--- config.mk ---
export PLATFORM = sky130hd
export DESIGN_NAME = pcs_sequencer
export DESIGN_NICKNAME = d
export VERILOG_FILES = /design/src/pcs_sequencer.v
export VERILOG_INCLUDE_DIRS = /design/src
export SDC_FILE = /design/constraint.sdc
export NUM_CORES = 1
export LEC_CHECK = 0
export BUFFER_PORTS_ARGS = -buffer_cell sky130_fd_sc_hd__buf_2
export CORE_MARGIN = 2
export CORE_UTILIZATION = 45
export CTS_BUF_LIST = sky130_fd_sc_hd__clkbuf_16
export CTS_CLUSTER_DIAMETER = 120
export DETAILED_ROUTE_END_ITERATION = 6
export GPL_ROUTABILITY_DRIVEN = 0
export PLACE_DENSITY = 0.68
export SLEW_MARGIN = 10
export SYNTH_ARGS = -nofsm -noshare
export SYNTH_HDL_FRONTEND = slang
export SYNTH_SLANG_ARGS = --single-unit
--- constraint.sdc ---
create_clock -name REF_CLK_IN -period 5.7 [get_ports REF_CLK_IN]
set_input_delay 1.14 -clock REF_CLK_IN [delete_from_list [all_inputs] [get_ports REF_CLK_IN]]
set_output_delay 1.14 -clock REF_CLK_IN [all_outputs]
set_load 0.005 [all_outputs]
--- src/pcs_map.vh ---
// Register offsets, field positions, reset values and operation codes of the sequencer.
`ifndef PCS_MAP_VH
`define PCS_MAP_VH

// Register indices; the byte address on the bus is four times the index.
`define PCS_IDX_INDIRECT 6'h00
`define PCS_IDX_PC 6'h02
`define PCS_IDX_STATUS 6'h03
`define PCS_IDX_RAM_SEL 6'h04
`define PCS_IDX_PC_STATE 6'h08
`define PCS_IDX_W 6

// Field positions.
`define PCS_STATUS_PAGE_LSB 5
`define PCS_STATUS_PAGE_MSB 7
`define PCS_RAM_SEL_PTR_MSB 5
`define PCS_STATE_DEPTH_LSB 8
`define PCS_STATE_DEPTH_MSB 11
`define PCS_PC_LOW_MSB 7
`define PCS_PC_KEEP_MSB 9
`define PCS_PC_PAGE_LSB 10

// Reset values.
`define PCS_PC_RST 13'h0000
`define PCS_PAGE_RST 3'h0
`define PCS_RAM_SEL_RST 8'h00

// Page select: codes above the last page fold onto it for the program counter only.
`define PCS_LAST_PAGE 3'h5

// Operation codes from the instruction decoder.
`define PCS_OP_STEP 3'h0
`define PCS_OP_JUMP 3'h1
`define PCS_OP_CALL 3'h2
`define PCS_OP_RET 3'h3
`define PCS_OP_RET_LIT 3'h4
`define PCS_OP_RET_INT 3'h5
`define PCS_OP_ADD_PC 3'h6
`define PCS_OP_MOV_PC 3'h7

// Bus constants.
`define PCS_HTRANS_NONSEQ_BIT 1
`define PCS_HRESP_OKAY 1'h0

`endif

--- src/pcs_sequencer.v ---
// Program counter sequencer with return stack, indirect address redirect and AHB-Lite registers.
//
// Register access over AHB-Lite is this design's own decision.

`include "pcs_map.vh"

module pcs_sequencer #(
  parameter PC_W = 13,
  parameter TGT_W = 10,
  parameter STACK_DEPTH = 8,
  parameter PTR_W = 3,
  parameter DEPTH_W = 4
) (
  // Clock and reset
  input wire REF_CLK_IN,
  input wire NRST_IN,
  // AHB-Lite slave
  input wire HSEL_IN,
  input wire [31:0] HADDR_IN,
  input wire [1:0] HTRANS_IN,
  input wire HWRITE_IN,
  input wire [2:0] HSIZE_IN,
  input wire [31:0] HWDATA_IN,
  input wire HREADY_IN,
  output wire [31:0] HRDATA_OUT,
  output wire HREADYOUT_OUT,
  output wire HRESP_OUT,
  // Instruction decoder
  input wire OP_VALID_IN,
  input wire [2:0] OP_KIND_IN,
  input wire [TGT_W-1:0] OP_TARGET_IN,
  input wire [7:0] ACC_IN,
  input wire [5:0] OPERAND_ADDR_IN,
  // Program fetch and data addressing
  output wire [PC_W-1:0] FETCH_ADDR_OUT,
  output wire [5:0] EFF_ADDR_OUT,
  output wire [7:0] RAM_SEL_PTR_OUT,
  output wire [2:0] PAGE_SEL_OUT,
  output wire [DEPTH_W-1:0] STACK_LEVEL_OUT
);

  reg [PC_W-1:0] pc_ff;
  reg [PC_W-1:0] nxt_pc;
  reg [2:0] page_ff;
  reg [2:0] nxt_page;
  reg [7:0] ram_sel_ff;
  reg [7:0] nxt_ram_sel;
  reg [PTR_W-1:0] sp_ff;
  reg [PTR_W-1:0] nxt_sp;
  reg [DEPTH_W-1:0] depth_ff;
  reg [DEPTH_W-1:0] nxt_depth;
  reg [5:0] eff_addr_ff;
  reg [PC_W-1:0] stack_ff [0:STACK_DEPTH-1];

  reg wr_pend_ff;
  reg [`PCS_IDX_W-1:0] wr_idx_ff;
  reg [31:0] hrdata_ff;
  reg [31:0] nxt_hrdata;

  wire addr_ok;
  wire bus_take;
  wire [`PCS_IDX_W-1:0] rd_idx;
  wire [`PCS_IDX_W-1:0] wr_target;
  wire [2:0] page_eff;
  wire [PC_W-1:0] pc_inc;
  wire [PC_W-1:0] pc_mov;
  wire [PC_W-1:0] stack_top;
  wire push;
  wire pop;
  wire bus_pc_wr;
  wire [7:0] wr_byte;

  // The slave never inserts wait states, so the data phase always completes at once.
  assign HREADYOUT_OUT = 1'b1;
  assign HRESP_OUT = `PCS_HRESP_OKAY;
  assign HRDATA_OUT = hrdata_ff;

  // Only the low byte of the word is meaningful, except depth in bits 11:8 of the state register; upper address bits must be zero to hit.
  assign addr_ok = (HADDR_IN[31:8] == 24'h000000);
  assign bus_take = HSEL_IN & HTRANS_IN[`PCS_HTRANS_NONSEQ_BIT] & HREADY_IN;
  assign rd_idx = HADDR_IN[7:2];
  assign wr_byte = HWDATA_IN[7:0];

  // Index zero is a window onto the register the pointer selects.
  assign wr_target = (wr_idx_ff == `PCS_IDX_INDIRECT) ?
                     ram_sel_ff[`PCS_RAM_SEL_PTR_MSB:0] : wr_idx_ff;

  // Codes six and seven fold onto the last page.
  assign page_eff = (page_ff > `PCS_LAST_PAGE) ? `PCS_LAST_PAGE : page_ff;

  // The increment ignores the page fold, so stepping or adding past 6143, the last word of page five, reaches higher addresses.
  assign pc_inc = pc_ff + {{(PC_W-1){1'b0}}, 1'b1};

  assign pc_mov = {page_eff, pc_ff[`PCS_PC_KEEP_MSB:`PCS_PC_LOW_MSB+1], wr_byte};

  assign stack_top = stack_ff[sp_ff - {{(PTR_W-1){1'b0}}, 1'b1}];

  assign push = OP_VALID_IN & (OP_KIND_IN == `PCS_OP_CALL);
  assign pop = OP_VALID_IN & ((OP_KIND_IN == `PCS_OP_RET) |
                              (OP_KIND_IN == `PCS_OP_RET_LIT) |
                              (OP_KIND_IN == `PCS_OP_RET_INT));

  assign bus_pc_wr = wr_pend_ff & (wr_target == `PCS_IDX_PC);

  // Next program counter. A bus write to the counter register wins over the decoder
  // in the same cycle, because software expects its store to land.
  always @* begin
    nxt_pc = pc_ff;
    if (bus_pc_wr) begin
      nxt_pc = pc_mov;
    end else if (OP_VALID_IN) begin
      case (OP_KIND_IN)
        `PCS_OP_JUMP: begin
          nxt_pc = {page_eff, OP_TARGET_IN};
        end
        `PCS_OP_CALL: begin
          nxt_pc = {page_eff, OP_TARGET_IN};
        end
        `PCS_OP_RET, `PCS_OP_RET_LIT, `PCS_OP_RET_INT: begin
          nxt_pc = stack_top;
        end
        `PCS_OP_ADD_PC: begin
          nxt_pc = pc_inc + {{(PC_W-8){1'b0}}, ACC_IN};
        end
        `PCS_OP_MOV_PC: begin
          nxt_pc = {page_eff, pc_ff[`PCS_PC_KEEP_MSB:`PCS_PC_LOW_MSB+1], ACC_IN};
        end
        default: begin
          nxt_pc = pc_inc;
        end
      endcase
    end
  end

  // Page and pointer change only by software; returns never touch the page.
  always @* begin
    nxt_page = page_ff;
    nxt_ram_sel = ram_sel_ff;
    if (wr_pend_ff) begin
      case (wr_target)
        `PCS_IDX_STATUS: begin
          nxt_page = wr_byte[`PCS_STATUS_PAGE_MSB:`PCS_STATUS_PAGE_LSB];
        end
        `PCS_IDX_RAM_SEL: begin
          nxt_ram_sel = wr_byte;
        end
        default: begin
          nxt_page = page_ff;
        end
      endcase
    end
  end

  // Stack pointer wraps, so a ninth nested call overwrites the oldest entry.
  always @* begin
    nxt_sp = sp_ff;
    nxt_depth = depth_ff;
    if (push) begin
      nxt_sp = sp_ff + {{(PTR_W-1){1'b0}}, 1'b1};
      if (depth_ff != STACK_DEPTH[DEPTH_W-1:0]) begin
        nxt_depth = depth_ff + {{(DEPTH_W-1){1'b0}}, 1'b1};
      end
    end else if (pop) begin
      nxt_sp = sp_ff - {{(PTR_W-1){1'b0}}, 1'b1};
      if (depth_ff != {DEPTH_W{1'b0}}) begin
        nxt_depth = depth_ff - {{(DEPTH_W-1){1'b0}}, 1'b1};
      end
    end
  end

  // Reads return the value the register holds after this cycle's update, so a read
  // straight behind a write sees the written value.
  function [7:0] reg_byte;
    input [`PCS_IDX_W-1:0] idx;
    input [PC_W-1:0] pc_v;
    input [2:0] page_v;
    input [7:0] sel_v;
    begin
      case (idx)
        `PCS_IDX_PC: begin
          reg_byte = pc_v[`PCS_PC_LOW_MSB:0];
        end
        `PCS_IDX_STATUS: begin
          reg_byte = {page_v, 5'h00};
        end
        `PCS_IDX_RAM_SEL: begin
          reg_byte = sel_v;
        end
        default: begin
          reg_byte = 8'h00;
        end
      endcase
    end
  endfunction

  always @* begin
    nxt_hrdata = 32'h00000000;
    if (bus_take & ~HWRITE_IN & addr_ok) begin
      case (rd_idx)
        `PCS_IDX_INDIRECT: begin
          nxt_hrdata = {24'h000000, reg_byte(nxt_ram_sel[`PCS_RAM_SEL_PTR_MSB:0],
                                             nxt_pc, nxt_page, nxt_ram_sel)};
        end
        `PCS_IDX_PC_STATE: begin
          nxt_hrdata = {20'h00000, nxt_depth, 3'h0, nxt_pc[PC_W-1:`PCS_PC_LOW_MSB+1]};
        end
        default: begin
          nxt_hrdata = {24'h000000, reg_byte(rd_idx, nxt_pc, nxt_page, nxt_ram_sel)};
        end
      endcase
    end
  end

  always @(posedge REF_CLK_IN) begin
    if (!NRST_IN) begin
      pc_ff <= `PCS_PC_RST;
      page_ff <= `PCS_PAGE_RST;
      ram_sel_ff <= `PCS_RAM_SEL_RST;
      sp_ff <= {PTR_W{1'b0}};
      depth_ff <= {DEPTH_W{1'b0}};
      eff_addr_ff <= 6'h00;
      wr_pend_ff <= 1'b0;
      wr_idx_ff <= {`PCS_IDX_W{1'b0}};
      hrdata_ff <= 32'h00000000;
    end else begin
      pc_ff <= nxt_pc;
      page_ff <= nxt_page;
      ram_sel_ff <= nxt_ram_sel;
      sp_ff <= nxt_sp;
      depth_ff <= nxt_depth;
      // Operand zero is resolved through the pointer as it stands after this cycle.
      if (OPERAND_ADDR_IN == 6'h00) begin
        eff_addr_ff <= nxt_ram_sel[`PCS_RAM_SEL_PTR_MSB:0];
      end else begin
        eff_addr_ff <= OPERAND_ADDR_IN;
      end
      wr_pend_ff <= bus_take & HWRITE_IN & addr_ok;
      wr_idx_ff <= rd_idx;
      hrdata_ff <= nxt_hrdata;
    end
  end

  // The stack array holds data only, so it carries no reset.
  always @(posedge REF_CLK_IN) begin
    if (NRST_IN && push) begin
      stack_ff[sp_ff] <= pc_inc;
    end
  end

  assign FETCH_ADDR_OUT = pc_ff;
  assign EFF_ADDR_OUT = eff_addr_ff;
  assign RAM_SEL_PTR_OUT = ram_sel_ff;
  assign PAGE_SEL_OUT = page_ff;
  assign STACK_LEVEL_OUT = depth_ff;

endmodule

# After elaboration in Yosys (flattened, before gate mapping)
# Memory sizes are Yosys's and may differ from the RTL's.
# Index checks and enable logic that the tools add are counted.
# Widths: inputs -> output; s select.
# classes
order_cmp	1
muxes	21
eq_ne	18
reduce_logical	10
addsub	6
bitwise_logic	12
# op_table
op	count
$pmux 13 s4	1
$pmux 8 s3	2
$eq 6x2->1 const B	6
$mux 13	2
$logic_not 24->1	1
$pmux 12 s2	1
$eq 6x3->1 const B	3
$logic_not 6->1	3
$mux 4	4
$mux 8	2
$mux 3	5
$add 13x1->13 const B	1
$add 13x8->13	1
$eq 3x3->1 const B	4
$mux 6	2
$and 1x1->1	9
$eq 3x2->1 const B	2
$eq 6x4->1 const B	1
$add 4x1->4 const B	1
$ne 4x4->1 const B	1
$reduce_bool 4->1	1
$sub 4x1->4 const B	1
$add 3x1->3 const B	1
$eq 3x1->1 const B	1
10 further kinds	12
# word_totals
regBits	76
mem_count	1
elab_cells	78
mem_bits_rw	104
output_inout_bits	68
# mem_list
memory	depth	width	rd	rd_clocked_by_memory_dff	wr	line_no	source
stack_ff	8	13	1	0	1	pcs_sequencer.v:53	reg [PC_W-1:0] stack_ff [0:STACK_DEPTH-1];

# Longest topological paths before layout
# logic_depth
ltp_word	8
mapped_depth	15

# Worst setup path before layout
# No wires, ideal clock.
# synth_path
kind	in2reg
startpoint	in OP_KIND_IN[1]
endpoint	mem stack_ff[1][0] (enable)
path_slack_ns	1.801
path_buffers	3
path_stages	5
setup_time_ns	0.417
t_arrival_ns	3.482
required_time_ns	5.283
path_cell_list	buf_2 > clkbuf_1 > clkbuf_1 > nand3_1 > nor4_1
# synth_between
elab_chain_cells	5
# synth_lines
item	line_no	source
from (decl)	pcs_sequencer.v:30	input wire [2:0] OP_KIND_IN,
$eq 3x2->1	--	
$and 1x1->1	pcs_sequencer.v:98	assign push = OP_VALID_IN & (OP_KIND_IN == `PCS_OP_CALL);
$logic_and 1x1->1	pcs_sequencer.v:245	if (NRST_IN && push) begin
$mux 1	pcs_sequencer.v:245	
$mux 1 (not written as such)	pcs_sequencer.v:246	stack_ff[sp_ff] <= pc_inc;
to (decl)	pcs_sequencer.v:53	
# No other way between the ends.

# Worst setup path after layout
# layout_path
startpoint	reg pc_ff[0] (netlist: FETCH_ADDR_OUT[0])
endpoint	reg hrdata_ff[2] (netlist: HRDATA_OUT[2])
# layout_lines
item	line_no	source
from (decl)	pcs_sequencer.v:42	reg [PC_W-1:0] pc_ff;
from (signal assigned)	pcs_sequencer.v:216	pc_ff <= `PCS_PC_RST;
from (signal assigned)	pcs_sequencer.v:226	pc_ff <= nxt_pc;
$add 13x1->13	pcs_sequencer.v:92	assign pc_inc = pc_ff + {{(PC_W-1){1'b0}}, 1'b1};
net pc_inc[4]	pcs_sequencer.v:65	wire [PC_W-1:0] pc_inc;
$add 13x8->13	pcs_sequencer.v:123	nxt_pc = pc_inc + {{(PC_W-8){1'b0}}, ACC_IN};
$pmux 13 s4	pcs_sequencer.v:112	case (OP_KIND_IN)
$mux 13	pcs_sequencer.v:111	end else if (OP_VALID_IN) begin
$mux 13	pcs_sequencer.v:109	if (bus_pc_wr) begin
$pmux 12 s2	pcs_sequencer.v:199	case (rd_idx)
to (signal assigned)	pcs_sequencer.v:239	hrdata_ff <= nxt_hrdata;
to (decl)	pcs_sequencer.v:57	reg [31:0] hrdata_ff;
# The timed path passes the listed nets, and every way through them passes these cells.
# A chain may end at the register's enable or synchronous reset.

==> results.toml <==
[placement]
numPortBuffers = 117
place_hpwl_um = 15700
dp.cells = 1064

[finish]
ff_latch_area_um2 = 4250
diodes = 0
area.growth.synth_to_final_pct = 15.3
nets = 971
layout-drive-gt1-share_pct = 23.6
final_util_pct = 53.0
final_cell_count_no_fill = 1096
fillers = 1578
multi_input_area_um2 = 3670

[sta]
max_freq_ghz = 0.242
clock_skew_ns = 0.00728
rsz0062_at_grt = "false"
whs_ns = 0.538
worst_pin_slew_ns = 1.16
slew_violations = 0
hold_viol_final = 0
relSlewSlack_pct = 22.2
finalCritPeriodShare_pct = 72.4
period_minus_slack_ns = 4.13
finalSetupViolations = 0
setup_tns_ns = 0

[global_routing]
use_met2_pct = 33.9
use_met3_pct = 4.82
overflow = 0
grt_start_max_net_pins = 33
grt_pass1_wl_um = 33000
grt_pass1_vias = 5779
antenna_found_initial = 0
grt_busiest_layer = "met2"
grtUsageTotal_pct = 22.1
grt_util_met1_pct = 31.8

[route]
final_antenna_net_count = 0
totalWireLength_um = 21500
dr_total_vias = 6388
wire_per_inst_um = 19.6
drc = 0
vias_per_cell = 5.83
drt_iter0_drc = 603
dr.pass1.iters = 5

[worst_setup_path]
worstSetupPathType = "flip-flop to flip-flop"
max_stage_delay_ns = 0.83
path_cells = "ha_1 > nand3_1 > xnor2_1 > ha_1 > o211ai_1 > a21oi_1 > o41ai_2 > a21oi_1 > o21ai_0 > a211oi_1 > or3_1 > a21oi_1"
cp_max_fo = 10
worst-path-buf-inv = 0
crit_cells = 12
crit_path_end_kind = "flip-flop"
crit_slowest_cell = "xnor2_1"
r2r_cells = 12
start_kind = "flip-flop"
worst_path_most_repeated_cell = "a21oi_1"
arrival_ns = 4.48
required_ns = 6.05
critical-path-top-delay-family = "compound AO/OA/AOI/OAI gates"

[clock_network]
clk_pin_slew_ns = 0.06
cts_root_buffer = "clkbuf_16"
clock_sinks = 160
cts-resized-gates = 0
cts.htree.levels = 4
insertion_delay_ns = 0.43
clock_path_buffers = 2
ctsHoldBuffers = 0
cts_tree = "yes"
cts-buffers-inserted = 17
postCtsSetupBuffers = 0

[floorplan]
die_h_um = 139
ioPinCount = 170
initial_utilization_pct = 46.0
fp.dieW_um = 139
coreArea_um2 = 18000
rows = 49
die_area_um2 = 19400

[logic_synthesis]
syn_area_um2 = 8260
ys_async_sr_fraction_pct = 0
ys_types = 74
ys_ff_latch = 160
ys_top_cells_by_area = "edfxtp_1 (38%), dfxtp_1 (14%), mux4_2 (6.5%)"
synth_warnings = 0
netlist_instances = 744
seq_area_frac_synth_pct = 51.4
synth_area_per_cell_um2 = 11.1
synth_edf_count = 104
synth_top_area_share_pct = 37.8
synth_flop_cell = "edfxtp_1"
synth.largest_area_cell = "edfxtp_1"

[power_and_ir_drop]
ir_drop_mv = 0.184
p_leak_nw = 3.58
p_per_area_nw_per_um2 = 294
p_total_mw = 2.79

[job]
max_cap_violations = 0

[worst_hold_path]
hold_path.class = "flip-flop to flip-flop"
min_path_cells = 2

[run_status]
status = "finished clean"
==> cell families after synthesis <==
group,synth area share [%]
AND/OR/NAND/NOR,15.5
flip-flops,51.4
AO/OA/AOI/OAI,12.2
buffers and inverters,5.50
multiplexers,10.1
XOR/XNOR,2.32
adder cells (fa/ha/maj),2.85
other,0.0910
==> worst paths after layout <==
kind	start	slack (ns)	endpoint
hold / removal	RAM_SEL_PTR_OUT[7]$_SDFF_PN0_	0.54	RAM_SEL_PTR_OUT[7]$_SDFF_PN0_
setup / recovery	FETCH_ADDR_OUT[0]$_SDFF_PN0_	1.57	HRDATA_OUT[2]$_SDFF_PN0_
setup reg to reg	FETCH_ADDR_OUT[0]$_SDFF_PN0_	1.57	HRDATA_OUT[2]$_SDFF_PN0_
hold reg to reg	RAM_SEL_PTR_OUT[7]$_SDFF_PN0_	0.54	RAM_SEL_PTR_OUT[7]$_SDFF_PN0_
==> synth_stat cells, types with 3 or more instances <==
master    number
clkbuf_1      15
xnor2_1       13
maj3_1         4
and2_1        13
nor3_1        23
a21o_1         4
a211oi_1       7
nand4_1        4
o221ai_1       7
nor4b_1        3
xor2_1         7
nand3_1       24
buf_2         12
and3_1         5
mux2i_1       22
nand2_1       55
a21oi_1       33
o22a_1         6
clkbuf_8       3
edfxtp_1     104
a221oi_1       3
nor4_1        15
dfxtp_1       56
a22oi_1        3
buf_4         25
o21bai_1       3
o211ai_1       7
mux4_2        24
inv_1         22
o31ai_1        3
o21ai_0       27
o22ai_1        8
o21a_1         5
nor3b_1        4
ha_1          14
nor2_1        87
nand2b_1       9
nand3b_1       4
a31oi_1        9
or3_1          8
==> worst register-to-register path, delay by kind of cell, from the launching register on <==
| family | cells | cell delay (ns) |
|---|---|---|
| fa+ha+maj | 2 | 0.76 |
| compound gates | 7 | 1.49 |
| simple gates | 2 | 0.53 |
| xor+xnor | 1 | 0.83 |
| flops | 1 | 0.45 |
==> metrics by stage <==
| stage | setup WS (ns) | cell area (µm²) |
|---|---|---|
| 2_1_floorplan | 1.80 | 8330 |
| 3_3_place_gp | 1.73 | 8960 |
| 3_5_place_dp | 1.64 | 8960 |
| 4_1_cts | 1.63 | 9520 |
| 5_1_grt | 1.15 | 9520 |
| 6_report | 1.57 | 9520 |
==> state kept, by name, indices dropped and copies added (netlist names) <==
name             cells
FETCH_ADDR_OUT      13
RAM_SEL_PTR_OUT      8
wr_idx_ff            6
sp_ff                3
HRDATA_OUT          12
wr_pend_ff           1
STACK_LEVEL_OUT      4
EFF_ADDR_OUT         6
stack_ff           104
PAGE_SEL_OUT         3
==> routing by layer <==
metal | vias up | part of all wire [%]
met3 | 25 | 9.1
met2 | 312 | 46
met5 | - | 0
met1 | 3067 | 43
met4 | 0 | 1.6
li1 | 2984 | -
==> cell type report <==
type                       instances  share of cell area, %
clock buffer                      17                   4.47
multi-input combinational        524                   38.5
sequential                       160                   44.6
timing repair buffer             129                   7.10
inverter                          22                  0.868
tap                              229                   3.01
clock inverter                    15                   1.43
==> power breakdown <==
part           switching (mW)  internal (mW)
combinational           0.253          0.171
sequential             0.0266           1.26
clock                   0.474          0.606
total                   0.753           2.04
==> cell usage in the layout (no fill, tap or decap), drive strengths merged, types with 25 or more instances in the layout <==
cell	synthesis	routed
buf	40	129
edfxtp	104	104
nor2	87	87
dfxtp	56	56
nand2	55	55
a21oi	33	33
o21ai	28	28
mux4	26	26
inv	22	26
nand3	25	25
Note: power is estimated with default switching activity, not from simulation.
